<file path="config.mk">
export PLATFORM = sky130hd
export DESIGN_NAME = output_compare_modes
export DESIGN_NICKNAME = d
export VERILOG_FILES = /design/src/output_compare_pkg.sv /design/src/output_compare_modes.sv
export SDC_FILE = /design/constraint.sdc
export NUM_CORES = 1
export LEC_CHECK = 0
export ABC_AREA = 1
export ABC_CLOCK_PERIOD_IN_PS = 4200
export BUFFER_PORTS_ARGS = -buffer_cell sky130_fd_sc_hd__buf_2
export CORE_MARGIN = 1
export CORE_UTILIZATION = 49
export DETAILED_ROUTE_END_ITERATION = 12
export GPL_TIMING_DRIVEN = 0
export PLACE_DENSITY = 0.95
export SYNTH_ARGS = -nofsm -noshare
export SYNTH_HDL_FRONTEND = slang
export SYNTH_SLANG_ARGS = --single-unit
export TNS_END_PERCENT = 30
</file>
<file path="constraint.sdc">
create_clock -name clk_in -period 4.2 [get_ports clk_in]
set_input_delay 0.84 -clock clk_in [delete_from_list [all_inputs] [get_ports clk_in]]
set_output_delay 0.84 -clock clk_in [all_outputs]
set_load 0.01 [all_outputs]
</file>
<file path="src/output_compare_pkg.sv">
// Constants shared by the output compare unit.
// Assumes a 16-bit timer count and 16-bit compare values.
package output_compare_pkg;
  // ==========================================================
  // Widths and field positions
  localparam int COUNT_W = 16;
  localparam int CTRL_W = 16;
  localparam int MODE_LSB = 0;
  localparam int MODE_MSB = 2;
  // ==========================================================
  // Mode field codes
  localparam logic [2:0] MODE_OFF = 3'h0;
  localparam logic [2:0] MODE_ONE_LOW = 3'h1;
  localparam logic [2:0] MODE_ONE_HIGH = 3'h2;
  localparam logic [2:0] MODE_TOGGLE = 3'h3;
  localparam logic [2:0] MODE_DELAYED = 3'h4;
  localparam logic [2:0] MODE_PULSE = 3'h5;
  localparam logic [2:0] MODE_PWM = 3'h6;
  localparam logic [2:0] MODE_PWM_FAULT = 3'h7;
  // ==========================================================
  // Reset values
  localparam logic [2:0] MODE_RESET = 3'h0;
  localparam logic PIN_RESET = 1'b0;
  localparam logic FAULT_LEVEL_RESET = 1'b1;
  localparam logic [15:0] COUNT_ZERO = 16'h0000;
endpackage

</file>
<file path="src/output_compare_modes.sv">
// Output compare unit: drives one compare pin from a timer count and two compare values.
// Assumes the timer count and control inputs are synchronous to clk_in; the fault input is a pin.
`timescale 1ns/1ps
module output_compare_modes (
  // Clock and reset
  input wire logic clk_in,
  input wire logic rst_in,
  // Configuration and timer
  input wire logic [15:0] compare_control_reg_in,
  input wire logic [15:0] primary_compare_value_in,
  input wire logic [15:0] secondary_compare_value_in,
  input wire logic [15:0] timer_count_in,
  // Port logic and fault pin
  input wire logic gpio_level_in,
  input wire logic fault_input_a_in,
  // Pin and event
  output logic compare_output_pin_out,
  output logic pin_owned_out,
  output logic compare_irq_out
);

  // ==========================================================
  // Helpers
  function automatic logic hits(input logic [15:0] a, input logic [15:0] b);
    hits = (a == b);
  endfunction

  logic [2:0] mode;
  logic [2:0] mode_q;
  logic entry;
  logic match_p;
  logic match_s;
  logic at_zero;
  logic primary_nz;
  logic pin_q, pin_d;
  logic done_q, done_d;
  logic trip_q;
  logic irq_d;
  logic rise, fall;
  logic fsync1_q, fsync2_q, fsync3_q;
  logic fault_lvl_q;
  logic fault_fall;

  assign mode = compare_control_reg_in[output_compare_pkg::MODE_MSB:output_compare_pkg::MODE_LSB];
  assign entry = (mode != mode_q);
  assign match_p = hits(timer_count_in, primary_compare_value_in);
  assign match_s = hits(timer_count_in, secondary_compare_value_in);
  assign at_zero = hits(timer_count_in, output_compare_pkg::COUNT_ZERO);
  assign primary_nz = !hits(primary_compare_value_in, output_compare_pkg::COUNT_ZERO);

  // ==========================================================
  // Fault pin synchroniser, three stages; level moves when stages two and three agree
  always_ff @(posedge clk_in) begin
    if (rst_in) begin
      fsync1_q <= output_compare_pkg::FAULT_LEVEL_RESET;
      fsync2_q <= output_compare_pkg::FAULT_LEVEL_RESET;
      fsync3_q <= output_compare_pkg::FAULT_LEVEL_RESET;
    end else begin
      fsync1_q <= fault_input_a_in;
      fsync2_q <= fsync1_q;
      fsync3_q <= fsync2_q;
    end
  end

  // Filtered fault level
  always_ff @(posedge clk_in) begin
    if (rst_in) begin
      fault_lvl_q <= output_compare_pkg::FAULT_LEVEL_RESET;
    end else if (fsync2_q == fsync3_q) begin
      fault_lvl_q <= fsync3_q;
    end
  end

  assign fault_fall = fault_lvl_q && (fsync2_q == fsync3_q) && !fsync3_q;

  // ==========================================================
  // Next pin level per mode
  always_comb begin
    pin_d = pin_q;
    done_d = done_q;
    if (entry) begin
      done_d = 1'b0;
      unique case (mode)
        output_compare_pkg::MODE_OFF: pin_d = gpio_level_in;
        output_compare_pkg::MODE_ONE_LOW: pin_d = 1'b0;
        output_compare_pkg::MODE_ONE_HIGH: pin_d = 1'b1;
        output_compare_pkg::MODE_TOGGLE: pin_d = pin_q;
        output_compare_pkg::MODE_DELAYED,
        output_compare_pkg::MODE_PULSE: pin_d = 1'b0;
        output_compare_pkg::MODE_PWM,
        output_compare_pkg::MODE_PWM_FAULT: pin_d = primary_nz;
      endcase
    end else begin
      unique case (mode)
        output_compare_pkg::MODE_OFF: pin_d = gpio_level_in;
        output_compare_pkg::MODE_ONE_LOW: begin
          if (match_p && !done_q) begin
            pin_d = 1'b1;
            done_d = 1'b1;
          end
        end
        output_compare_pkg::MODE_ONE_HIGH: begin
          if (match_p && !done_q) begin
            pin_d = 1'b0;
            done_d = 1'b1;
          end
        end
        output_compare_pkg::MODE_TOGGLE: begin
          if (match_p) begin
            pin_d = !pin_q;
          end
        end
        output_compare_pkg::MODE_DELAYED: begin
          if (!done_q && match_s && pin_q) begin
            pin_d = 1'b0;
            done_d = 1'b1;
          end else if (!done_q && match_p) begin
            pin_d = 1'b1;
          end
        end
        output_compare_pkg::MODE_PULSE: begin
          if (match_s && pin_q) begin
            pin_d = 1'b0;
          end else if (match_p) begin
            pin_d = 1'b1;
          end
        end
        // PWM high from count zero until duty match; a tripped fault holds it low
        output_compare_pkg::MODE_PWM,
        output_compare_pkg::MODE_PWM_FAULT: begin
          if (trip_q || (fault_fall && mode == output_compare_pkg::MODE_PWM_FAULT)) begin
            pin_d = 1'b0;
          end else if (match_p) begin
            pin_d = 1'b0;
          end else if (at_zero && primary_nz) begin
            pin_d = 1'b1;
          end
        end
      endcase
    end
  end

  assign rise = pin_d && !pin_q;
  assign fall = !pin_d && pin_q;

  // Interrupt choice per mode; entry edges are setup, not events
  always_comb begin
    irq_d = 1'b0;
    if (!entry) begin
      unique case (mode)
        output_compare_pkg::MODE_OFF: irq_d = 1'b0;
        output_compare_pkg::MODE_ONE_LOW: irq_d = rise;
        output_compare_pkg::MODE_ONE_HIGH: irq_d = fall;
        output_compare_pkg::MODE_TOGGLE: irq_d = rise || fall;
        output_compare_pkg::MODE_DELAYED,
        output_compare_pkg::MODE_PULSE: irq_d = fall;
        output_compare_pkg::MODE_PWM: irq_d = 1'b0;
        output_compare_pkg::MODE_PWM_FAULT: irq_d = fault_fall;
      endcase
    end
  end

  // ==========================================================
  // Pin, ownership, event and mode registers
  always_ff @(posedge clk_in) begin
    if (rst_in) begin
      pin_q <= output_compare_pkg::PIN_RESET;
      done_q <= 1'b0;
      mode_q <= output_compare_pkg::MODE_RESET;
      pin_owned_out <= 1'b0;
      compare_irq_out <= 1'b0;
    end else begin
      pin_q <= pin_d;
      done_q <= done_d;
      mode_q <= mode;
      pin_owned_out <= (mode != output_compare_pkg::MODE_OFF);
      compare_irq_out <= irq_d;
    end
  end

  assign compare_output_pin_out = pin_q;

  // Fault trip latch; a fault in the same cycle as re-entry still trips
  always_ff @(posedge clk_in) begin
    if (rst_in) begin
      trip_q <= 1'b0;
    end else if (fault_fall && mode == output_compare_pkg::MODE_PWM_FAULT) begin
      trip_q <= 1'b1;
    end else if (entry) begin
      trip_q <= 1'b0;
    end
  end

  // ==========================================================
  // Assertions
  logic steady;
  assign steady = !entry;

  property p_mode_own;
    @(posedge clk_in) disable iff (rst_in)
    1'b1 |=> (pin_owned_out == ($past(mode) != output_compare_pkg::MODE_OFF));
  endproperty
  a_mode_own: assert property (p_mode_own) else $error("ownership does not follow mode");

  property p_off_gpio;
    @(posedge clk_in) disable iff (rst_in)
    (mode == output_compare_pkg::MODE_OFF) |=> (!pin_owned_out && compare_output_pin_out == $past(gpio_level_in));
  endproperty
  a_off_gpio: assert property (p_off_gpio) else $error("disabled pin not following port");

  property p_toggle;
    @(posedge clk_in) disable iff (rst_in)
    (steady && mode == output_compare_pkg::MODE_TOGGLE && match_p) |=>
      (compare_output_pin_out != $past(compare_output_pin_out)) && compare_irq_out;
  endproperty
  a_toggle: assert property (p_toggle) else $error("toggle match missed");

  property p_toggle_entry;
    @(posedge clk_in) disable iff (rst_in)
    (entry && mode == output_compare_pkg::MODE_TOGGLE) |=> $stable(compare_output_pin_out) && !compare_irq_out;
  endproperty
  a_toggle_entry: assert property (p_toggle_entry) else $error("toggle entry moved pin");

  property p_pwm_init;
    @(posedge clk_in) disable iff (rst_in)
    (entry && mode[2:1] == 2'h3) |=> (compare_output_pin_out == $past(primary_nz));
  endproperty
  a_pwm_init: assert property (p_pwm_init) else $error("pwm initial level wrong");

  property p_pwm_quiet;
    @(posedge clk_in) disable iff (rst_in)
    (mode == output_compare_pkg::MODE_PWM) |=> !compare_irq_out;
  endproperty
  a_pwm_quiet: assert property (p_pwm_quiet) else $error("pwm raised interrupt");

  property p_fault;
    @(posedge clk_in) disable iff (rst_in)
    (steady && mode == output_compare_pkg::MODE_PWM_FAULT && fault_fall) |=>
      compare_irq_out && !compare_output_pin_out ##1 !compare_output_pin_out;
  endproperty
  a_fault: assert property (p_fault) else $error("fault not handled");

  property p_oneshot_low;
    @(posedge clk_in) disable iff (rst_in)
    (entry && mode == output_compare_pkg::MODE_ONE_LOW) |=> !compare_output_pin_out;
  endproperty
  a_oneshot_low: assert property (p_oneshot_low) else $error("one-shot low start wrong");

  property p_oneshot_fire;
    @(posedge clk_in) disable iff (rst_in)
    (steady && mode == output_compare_pkg::MODE_ONE_LOW && match_p && !done_q) |=>
      compare_output_pin_out && compare_irq_out;
  endproperty
  a_oneshot_fire: assert property (p_oneshot_fire) else $error("one-shot did not fire");

  property p_pulse_fall;
    @(posedge clk_in) disable iff (rst_in)
    (steady && mode == output_compare_pkg::MODE_PULSE && match_s && pin_q) |=>
      !compare_output_pin_out && compare_irq_out;
  endproperty
  a_pulse_fall: assert property (p_pulse_fall) else $error("pulse fall missed");

  c_toggle: cover property (@(posedge clk_in) disable iff (rst_in)
    steady && mode == output_compare_pkg::MODE_TOGGLE && match_p);
  c_pulse: cover property (@(posedge clk_in) disable iff (rst_in)
    steady && mode == output_compare_pkg::MODE_PULSE && fall);
  c_fault: cover property (@(posedge clk_in) disable iff (rst_in)
    mode == output_compare_pkg::MODE_PWM_FAULT && fault_fall);

endmodule // output_compare_modes

</file>
Yosys cells after proc, flatten, opt, wreduce, memory -nomap -nowiden --
Cells that the tools add are included. Widths: inputs -> output; s select.
Storage, ports and cells: register bits 12, logic and storage cells 71
Cells by class: reductions and logical operators 30, mux-type cells 18, equality and inequality tests 13
Operators with widths (number):
- $eq 16x16->1 | 2
- $logic_not 16->1 | 2
- $mux 1 | 14
- $eq 3x3->1 const B | 4
- $logic_and 1x1->1 | 10
- $pmux 1 s5 | 2
- $reduce_or 2->1 | 4
- $pmux 1 s7 | 1
- $eq 3x2->1 const B | 2
- $reduce_or 3->1 | 2
- $logic_not 1->1 | 5
- $reduce_bool 2->1 | 2
- $eq 3x1->1 const B | 1
- $logic_not 3->1 | 1
- $ne 3x3->1 | 1
- $reduce_and 3->1 | 1
- $reduce_bool 3->1 | 1
- $logic_or 1x1->1 | 2
- $ne 2x1->1 const B | 1
- $ne 2x2->1 const B | 1
- $pmux 1 s2 | 1
- $eq 1x1->1 | 1

Logic depth before layout (Yosys ltp) --
Gate-level depths: netlist of the first run.
word-level depth 12, gate-level depth with buffers 16, gate-level depth less buffers 16

Worst setup path before layout of the first run --
OpenSTA, ideal clock, no wires.
kind input to register, start in compare_control_reg_in[1], end reg compare_irq_out, setup slack 1.630 ns, required time 4.134 ns, buffers on the path 1, data arrival time 2.504 ns, library setup time 0.066 ns, cell stages on the path 13, cell sequence buf_2 nand2_2 nor4_1 nor2_1 nand3_1 nand2_1 a21oi_2 nand2_1 nand2_2 nand2_1 ha_1 o311a_1 a21oi_2
On the way: longest elaborated chain between the ends 10, elaborated cells between the ends (all ways) 25, those cells by class eq/ne (8); mux (5); reduce/logical (12)
RTL lines:
- start, declared | line output_compare_modes.sv:9 | input wire logic [15:0] compare_control_reg_in,
- $eq 3x3->1
- $logic_and 1x1->1 | line output_compare_modes.sv:131 | if (trip_q || (fault_fall && mode == output_compare_pkg::MODE_PWM_FAULT)) begin
- $logic_or 1x1->1 | line output_compare_modes.sv:131
- $mux 1 | line output_compare_modes.sv:131
- $pmux 1 s7 | line output_compare_modes.sv:94 | unique case (mode)
- $mux 1 | line output_compare_modes.sv:81 | if (entry) begin
- $logic_not 1->1 | line output_compare_modes.sv:144 | assign fall = !pin_d && pin_q;
- $logic_and 1x1->1 | line output_compare_modes.sv:144
- $logic_or 1x1->1 | line output_compare_modes.sv:154 | output_compare_pkg::MODE_TOGGLE: irq_d = rise || fall;
- $pmux 1 s5 | line output_compare_modes.sv:150 | unique case (mode)
- end signal, assigned | line output_compare_modes.sv:177 | compare_irq_out <= irq_d;
- end, declared | line output_compare_modes.sv:19 | output logic compare_irq_out
Several ways; a longest one is shown, not always the timed one. A chain may end at the register's enable or synchronous reset.

Worst setup path in the final report of the first run --
start in timer_count_in[8], end reg compare_irq_out
On the way: longest elaborated chain between the ends 11, elaborated cells between the ends (all ways) 24, those cells by class eq/ne (2); mux (12); reduce/logical (10)
RTL lines:
- start, declared | line output_compare_modes.sv:12 | input wire logic [15:0] timer_count_in,
- $logic_not 16->1 | line output_compare_modes.sv:25 | hits = (a == b);
- $logic_and 1x1->1 | line output_compare_modes.sv:135 | end else if (at_zero && primary_nz) begin
- $mux 1 | line output_compare_modes.sv:135
- $mux 1 | line output_compare_modes.sv:133 | end else if (match_p) begin
- $mux 1 | line output_compare_modes.sv:131
- $pmux 1 s7 (*) | line output_compare_modes.sv:94
- $mux 1 (*) | line output_compare_modes.sv:81
- $logic_not 1->1 | line output_compare_modes.sv:144
- $logic_and 1x1->1 | line output_compare_modes.sv:144
- $logic_or 1x1->1 | line output_compare_modes.sv:154
- $pmux 1 s5 (*) | line output_compare_modes.sv:150
Mark *: on every way between the ends. The rest lies on a longest branch, timed or not.

==> out/qor.yml, run 1 <==
status: "finished, final reports clean"
min_period_ps: 2600
clk-insertion-delay-late_ps: 270
yosysWarnings: 0
required_ps: 4410
antenna_found_initial: 0
layout-drive-gt1-share: 0.303
worst_slew_pin_slew_ps: 415
syn-mean-instance-area_um2: 5.25
gp_congestion: 0.876
ys_ff_latch: 12
cts_buffer_depth: 2
powerDensity_mw_per_mm2: 198
min_period_over_period: 0.618
p_leak_nw: 1.00
setup_tns_ps: 0
netlist.area_leader.share: 0.275
start_util: 0.530
cp-end-kind: "flop"
hpwl_um: 2700
regArea_um2: 240
path_clk_slew_ps: 70
critPathLaunchType: "primary input"
p_total_mw: 0.333
seq_area_frac_synth: 0.180
vias: 1614
drc: 0
instances_no_fill: 344
core_area_mm2: 0.00252
final_area_mm2: 0.00169
syn_area_mm2: 0.00134
postCtsSetupRepairBufs: 0
totalWireLength_um: 3140
cts_tree: "done"
antenna_cells: 0
ys_types: 27
async_flop_share: 0
cts.sinks: 12
holdCritPathClass: "flop to flop"
max_freq_mhz: 385
firstDrtPassIters: 4
via_per_inst: 4.69
yosys-top-cells-count: "nand2_1, inv_1, nor2_1"
die_h_um: 54.2
track_usage: 0.223
ant_nets: 0
critical_path_class: "primary input to flop"
grt_remaining_overflow: 0
synth_cells: 255
areaGrowthSynthToFinish_pct: 26.1
yosysTopAreaCell: "nand2_1"
place_ws_ps: 1350
grt_max_degree: 11
crit_fanout: 5
fill_cells: 251
nets: 384
wire_per_inst_um: 9.13
holdWs_ps: 419
grt_pass1_wl_um: 5010
die_width_um: 54.2
clockRootBuffer: "clkbuf_4"
hold_viol: 0
fin_util: 0.669
ir_drop_mv: 0.236
placed_cell_area_mm2: 0.00165
rsz0062_at_grt: "no"
slew_violations: 0
grt_pass1_vias: 1281
synth_edf_count: 0
mappedNetlistNets: 324
drt-initial-drc-count: 31
setup_ws_ps: 1600
cts_buffers: 3
boundaryPins: 71
synth_most_common_cell: "nand2_1"
finalClockSkew_ps: 2.57
multi_input_area_um2: 893
synth-main-ff-cell: "dfxtp_1"
cts_resized: 0
setup_violations: 0
maxCapViolCount: 0
cp_data_arrival_time_ps: 2800
htree_levels: 1
relSlewSlack: 0.721
place_inst: 340
hold_buffers: 0
dieArea_mm2: 0.00294
port-buffer-count: 55
yosys-top-cells-area: "nand2_1, dfxtp_1, inv_1, nor2_1, xnor2_1"
row_count: 18
## registers in the layout (all words and copies together) (netlist names)
signal and flops:
compare_irq_out 1, pin_owned_out 1, compare_output_pin_out 1, fault_lvl_q 1, mode_q 3, trip_q 1
fsync1_q 1, done_q 1, fsync2_q 1, fsync3_q 1
## cell usage in the layout (no fill, tap or decap), drive strengths merged, types with 5 or more instances in the layout
cell type | netlist | final
a21oi | 8 | 8
nand4 | 7 | 7
clkbuf | 1 | 5
dfxtp | 12 | 12
nand2 | 102 | 102
nor2 | 38 | 38
inv | 50 | 50
xnor2 | 9 | 9
nand3 | 10 | 10
buf | 2 | 57
## kinds of logic after synthesis
logic type,synth area share
compound gates,0.0692
xor+xnor,0.0655
fa+ha+maj,0.00935
buf+inv,0.152
flops,0.180
simple gates,0.524
## where the power goes
part           total, mW  internal [mW]  switching, mW
sequential         0.121          0.118        0.00250
clock             0.0899         0.0527         0.0372
combinational      0.123         0.0532         0.0694
total              0.333          0.224          0.109
## routing by layer
layer | track usage | wire length (um) | vias to the layer above
met5 | 0 | 0 | -
met4 | 0.0128 | 0 | 0
met3 | 0.0361 | 212 | 0
met2 | 0.396 | 1500 | 46
met1 | 0.294 | 1430 | 682
li1 | - | - | 886
## final cells by class
| type | instances | area share |
|---|---|---|
| multi-input combinational | 190 | 0.530 |
| timing repair buffer | 55 | 0.163 |
| sequential | 12 | 0.142 |
| inverter | 50 | 0.111 |
| tap | 30 | 0.0223 |
| clock buffer | 4 | 0.0215 |
| buffer | 3 | 0.00964 |
## final timing paths
check,startpoint,end,slack [ps],cells after the start
worst max register to register,fsync3_q,compare_irq_out,1890,12
worst min-delay path,fsync1_q,fsync2_q,420,1
worst min register to register,fsync1_q,fsync2_q,420,1
worst max-delay path,timer_count_in[8],compare_irq_out,1600,16
## critical path: stages
cell and delay, ps:
buf_2 130, nand2_1 60, nand2_1 50, nor2_1 90, nand2_1 60, nor2_1 150, nand3_1 150, o21ai_1 190
nand2_1 70, nand2_1 60, nand2_1 60, nand2_2 90, nand2_1 60, ha_1 280, o311a_1 350, a21oi_2 140
Power figures use the tool's default switching activity.
==> run 2, diff against run 1 <==
Settings changed: ABC_CLOCK_PERIOD_IN_PS 4200 to 2500, CORE_UTILIZATION 49 to 45, PLACE_DENSITY 0.95 to 0.9.
Clock period 4.2 ns to 2.5 ns, I/O delays scaled along.
==> out/qor.yml, run 2 (synthesis results as in run 1) <==
status: "finished, final reports clean"  # unchanged
grt_remaining_overflow: 0  # unchanged
placed_cell_area_mm2: 0.00165  # about the same
crit_path_max_incr_delay_ps: 360  # was 350 ps
crit_fanout: 3  # was 5
maxCapViolCount: 0  # unchanged
required_ps: 2710  # was 4410 ps
gp_congestion: 0.856  # was 0.876
cts_buffer_depth: 2  # unchanged
reg2reg_from: "fsync3_q"  # unchanged
port-buffer-count: 55  # unchanged
critPathLaunchType: "flop"  # was primary input
fill_cells: 278  # was 251
hpwl_um: 2680  # was 2700 um
final_area_mm2: 0.00169  # about the same
totalWireLength_um: 3200  # was 3140 um
crit_slowest_cell: "o311a_1"  # unchanged
path_cells: "or2_2, nor4_1, nor2_1, nand3_1, nand2_1, a21oi_2, nand2_1, nand2_2, nand2_1, ha_1, o311a_1, a21oi_2"  # was buf_2, nand2_1, nand2_1, nor2_1, nand2_1, nor2_1, nand3_1, o21ai_1, nand2_1, nand2_1, nand2_1, nand2_2, nand2_1, ha_1, o311a_1, a21oi_2
startpoint: "fsync3_q"  # was timer_count_in[8]
powerDensity_mw_per_mm2: 332  # was 198 mW/mm^2
clockRootBuffer: "clkbuf_4"  # unchanged
die_width_um: 56.5  # was 54.2 um
min_path_cells: 2  # was 1
ant_nets: 0  # unchanged
worst_slew_pin_slew_ps: 422  # was 415 ps
r2r_cells: 12  # unchanged
cts_tree: "done"  # unchanged
htree_levels: 1  # unchanged
areaGrowthSynthToFinish_pct: 26.2  # was 26.1%
grt_pass1_wl_um: 5740  # was 5010 um
path_clk_slew_ps: 70  # about the same
start_util: 0.481  # was 0.530
min_period_over_period: 0.936
dieArea_mm2: 0.00319  # was 0.00294 mm^2
timing.rr.end: "compare_irq_out"  # unchanged
place_ws_ps: -6.66  # was 1350 ps
final_common_cell: "nand2_1"  # unchanged
critical_path_class: "flop to flop"  # was primary input to flop
largest_reg_flops: 3  # unchanged
holdCritPathClass: "primary input to flop"  # was flop to flop
max_flop_register: "mode_q"  # unchanged
drc: 0  # unchanged
row_count: 19  # was 18
setup_ws_ps: 161  # was 1600 ps
p_total_mw: 0.561  # was 0.333 mW
cts_resized: 0  # unchanged
cp.depth: 12  # was 16
antenna_found_initial: 0  # unchanged
slew_violations: 0  # unchanged
rrSetupSlack_ps: 160  # was 1890 ps
regArea_um2: 240  # unchanged
p_leak_nw: 1.00  # unchanged
relSlewSlack: 0.717  # was 0.721
multi_input_area_um2: 893  # unchanged
cp-end-kind: "flop"  # unchanged
track_usage: 0.220  # was 0.223
die_h_um: 56.5  # was 54.2 um
postCtsSetupRepairBufs: 0  # unchanged
boundaryPins: 71  # unchanged
rsz0062_at_grt: "no"  # unchanged
worstSetupEndpoint: "compare_irq_out"  # unchanged
fin_util: 0.607  # was 0.669
crit_buf_inv: 0  # was 1
ir_drop_mv: 0.382  # was 0.236 mV
via_per_inst: 4.81  # was 4.69
antenna_cells: 0  # unchanged
grt_pass1_vias: 1481  # was 1,281
hold_viol: 0  # unchanged
wire_per_inst_um: 9.26  # was 9.13 um
hold_buffers: 0  # unchanged
cpMostUsedCell: "nand2_1"  # unchanged
crit_family: "simple AND/OR/NAND/NOR gates"  # unchanged
clk-insertion-delay-late_ps: 270  # about the same
setup_violations: 0  # unchanged
vias: 1658  # was 1,614
layout-drive-gt1-share: 0.303  # unchanged
grt_max_degree: 11  # unchanged
drt-initial-drc-count: 82  # was 31
core_area_mm2: 0.00278  # was 0.00252 mm^2
cp_data_arrival_time_ps: 2550  # was 2800 ps
finalClockSkew_ps: 5.29  # was 2.57 ps
min_period_ps: 2340
mostFrequentLayoutCells: "nand2_1, buf_2, inv_1"  # unchanged
cts.sinks: 12  # unchanged
nets: 384  # unchanged
max_freq_mhz: 427
firstDrtPassIters: 4  # unchanged
cts_buffers: 3  # unchanged
==> run 2: cell counts in the layout (fill, tap and decap cells not counted) <==
No cell type changed its count.
==> run 2: worst min-delay path by stage <==
stage / start / end / slack [ps]
4_1_cts: fault_input_a_in / fsync1_q / 410
5_1_grt: fault_input_a_in / fsync1_q / 400
2_1_floorplan: fsync1_q / fsync2_q / 390
6_report: fault_input_a_in / fsync1_q / 410
3_5_place_dp: fsync1_q / fsync2_q / 400
3_3_place_gp: fsync1_q / fsync2_q / 390
==> run 2: metrics by stage <==
stage	TNS (ps)	hold slack (ps)	instances
2_1_floorplan	0	389	255
3_3_place_gp	0	391	341
3_5_place_dp	-6.66	400	341
4_1_cts	0	408	345
5_1_grt	0	401	345
6_report	0	406	345
==> run 2: per-layer routing <==
metal  routed length [um]  global-route usage
met5                    0                   0
met4                   26              0.0592
met3                  193              0.0253
met2                 1510               0.378
met1                 1460               0.289
==> run 2: area by class of cell <==
type | instances | share of cell area
clock buffer | 4 | 0.0215
timing repair buffer | 55 | 0.163
tap | 31 | 0.0230
inverter | 50 | 0.111
multi-input combinational | 190 | 0.529
sequential | 12 | 0.142
buffer | 3 | 0.00964
==> run 2: power breakdown <==
group / leakage (nW) / switching (mW) / internal [mW] / total, mW
logic: 0.880 / 0.117 / 0.0900 / 0.207
clock network: 0.0210 / 0.0623 / 0.0886 / 0.151
registers: 0.0988 / 0.00400 / 0.199 / 0.203
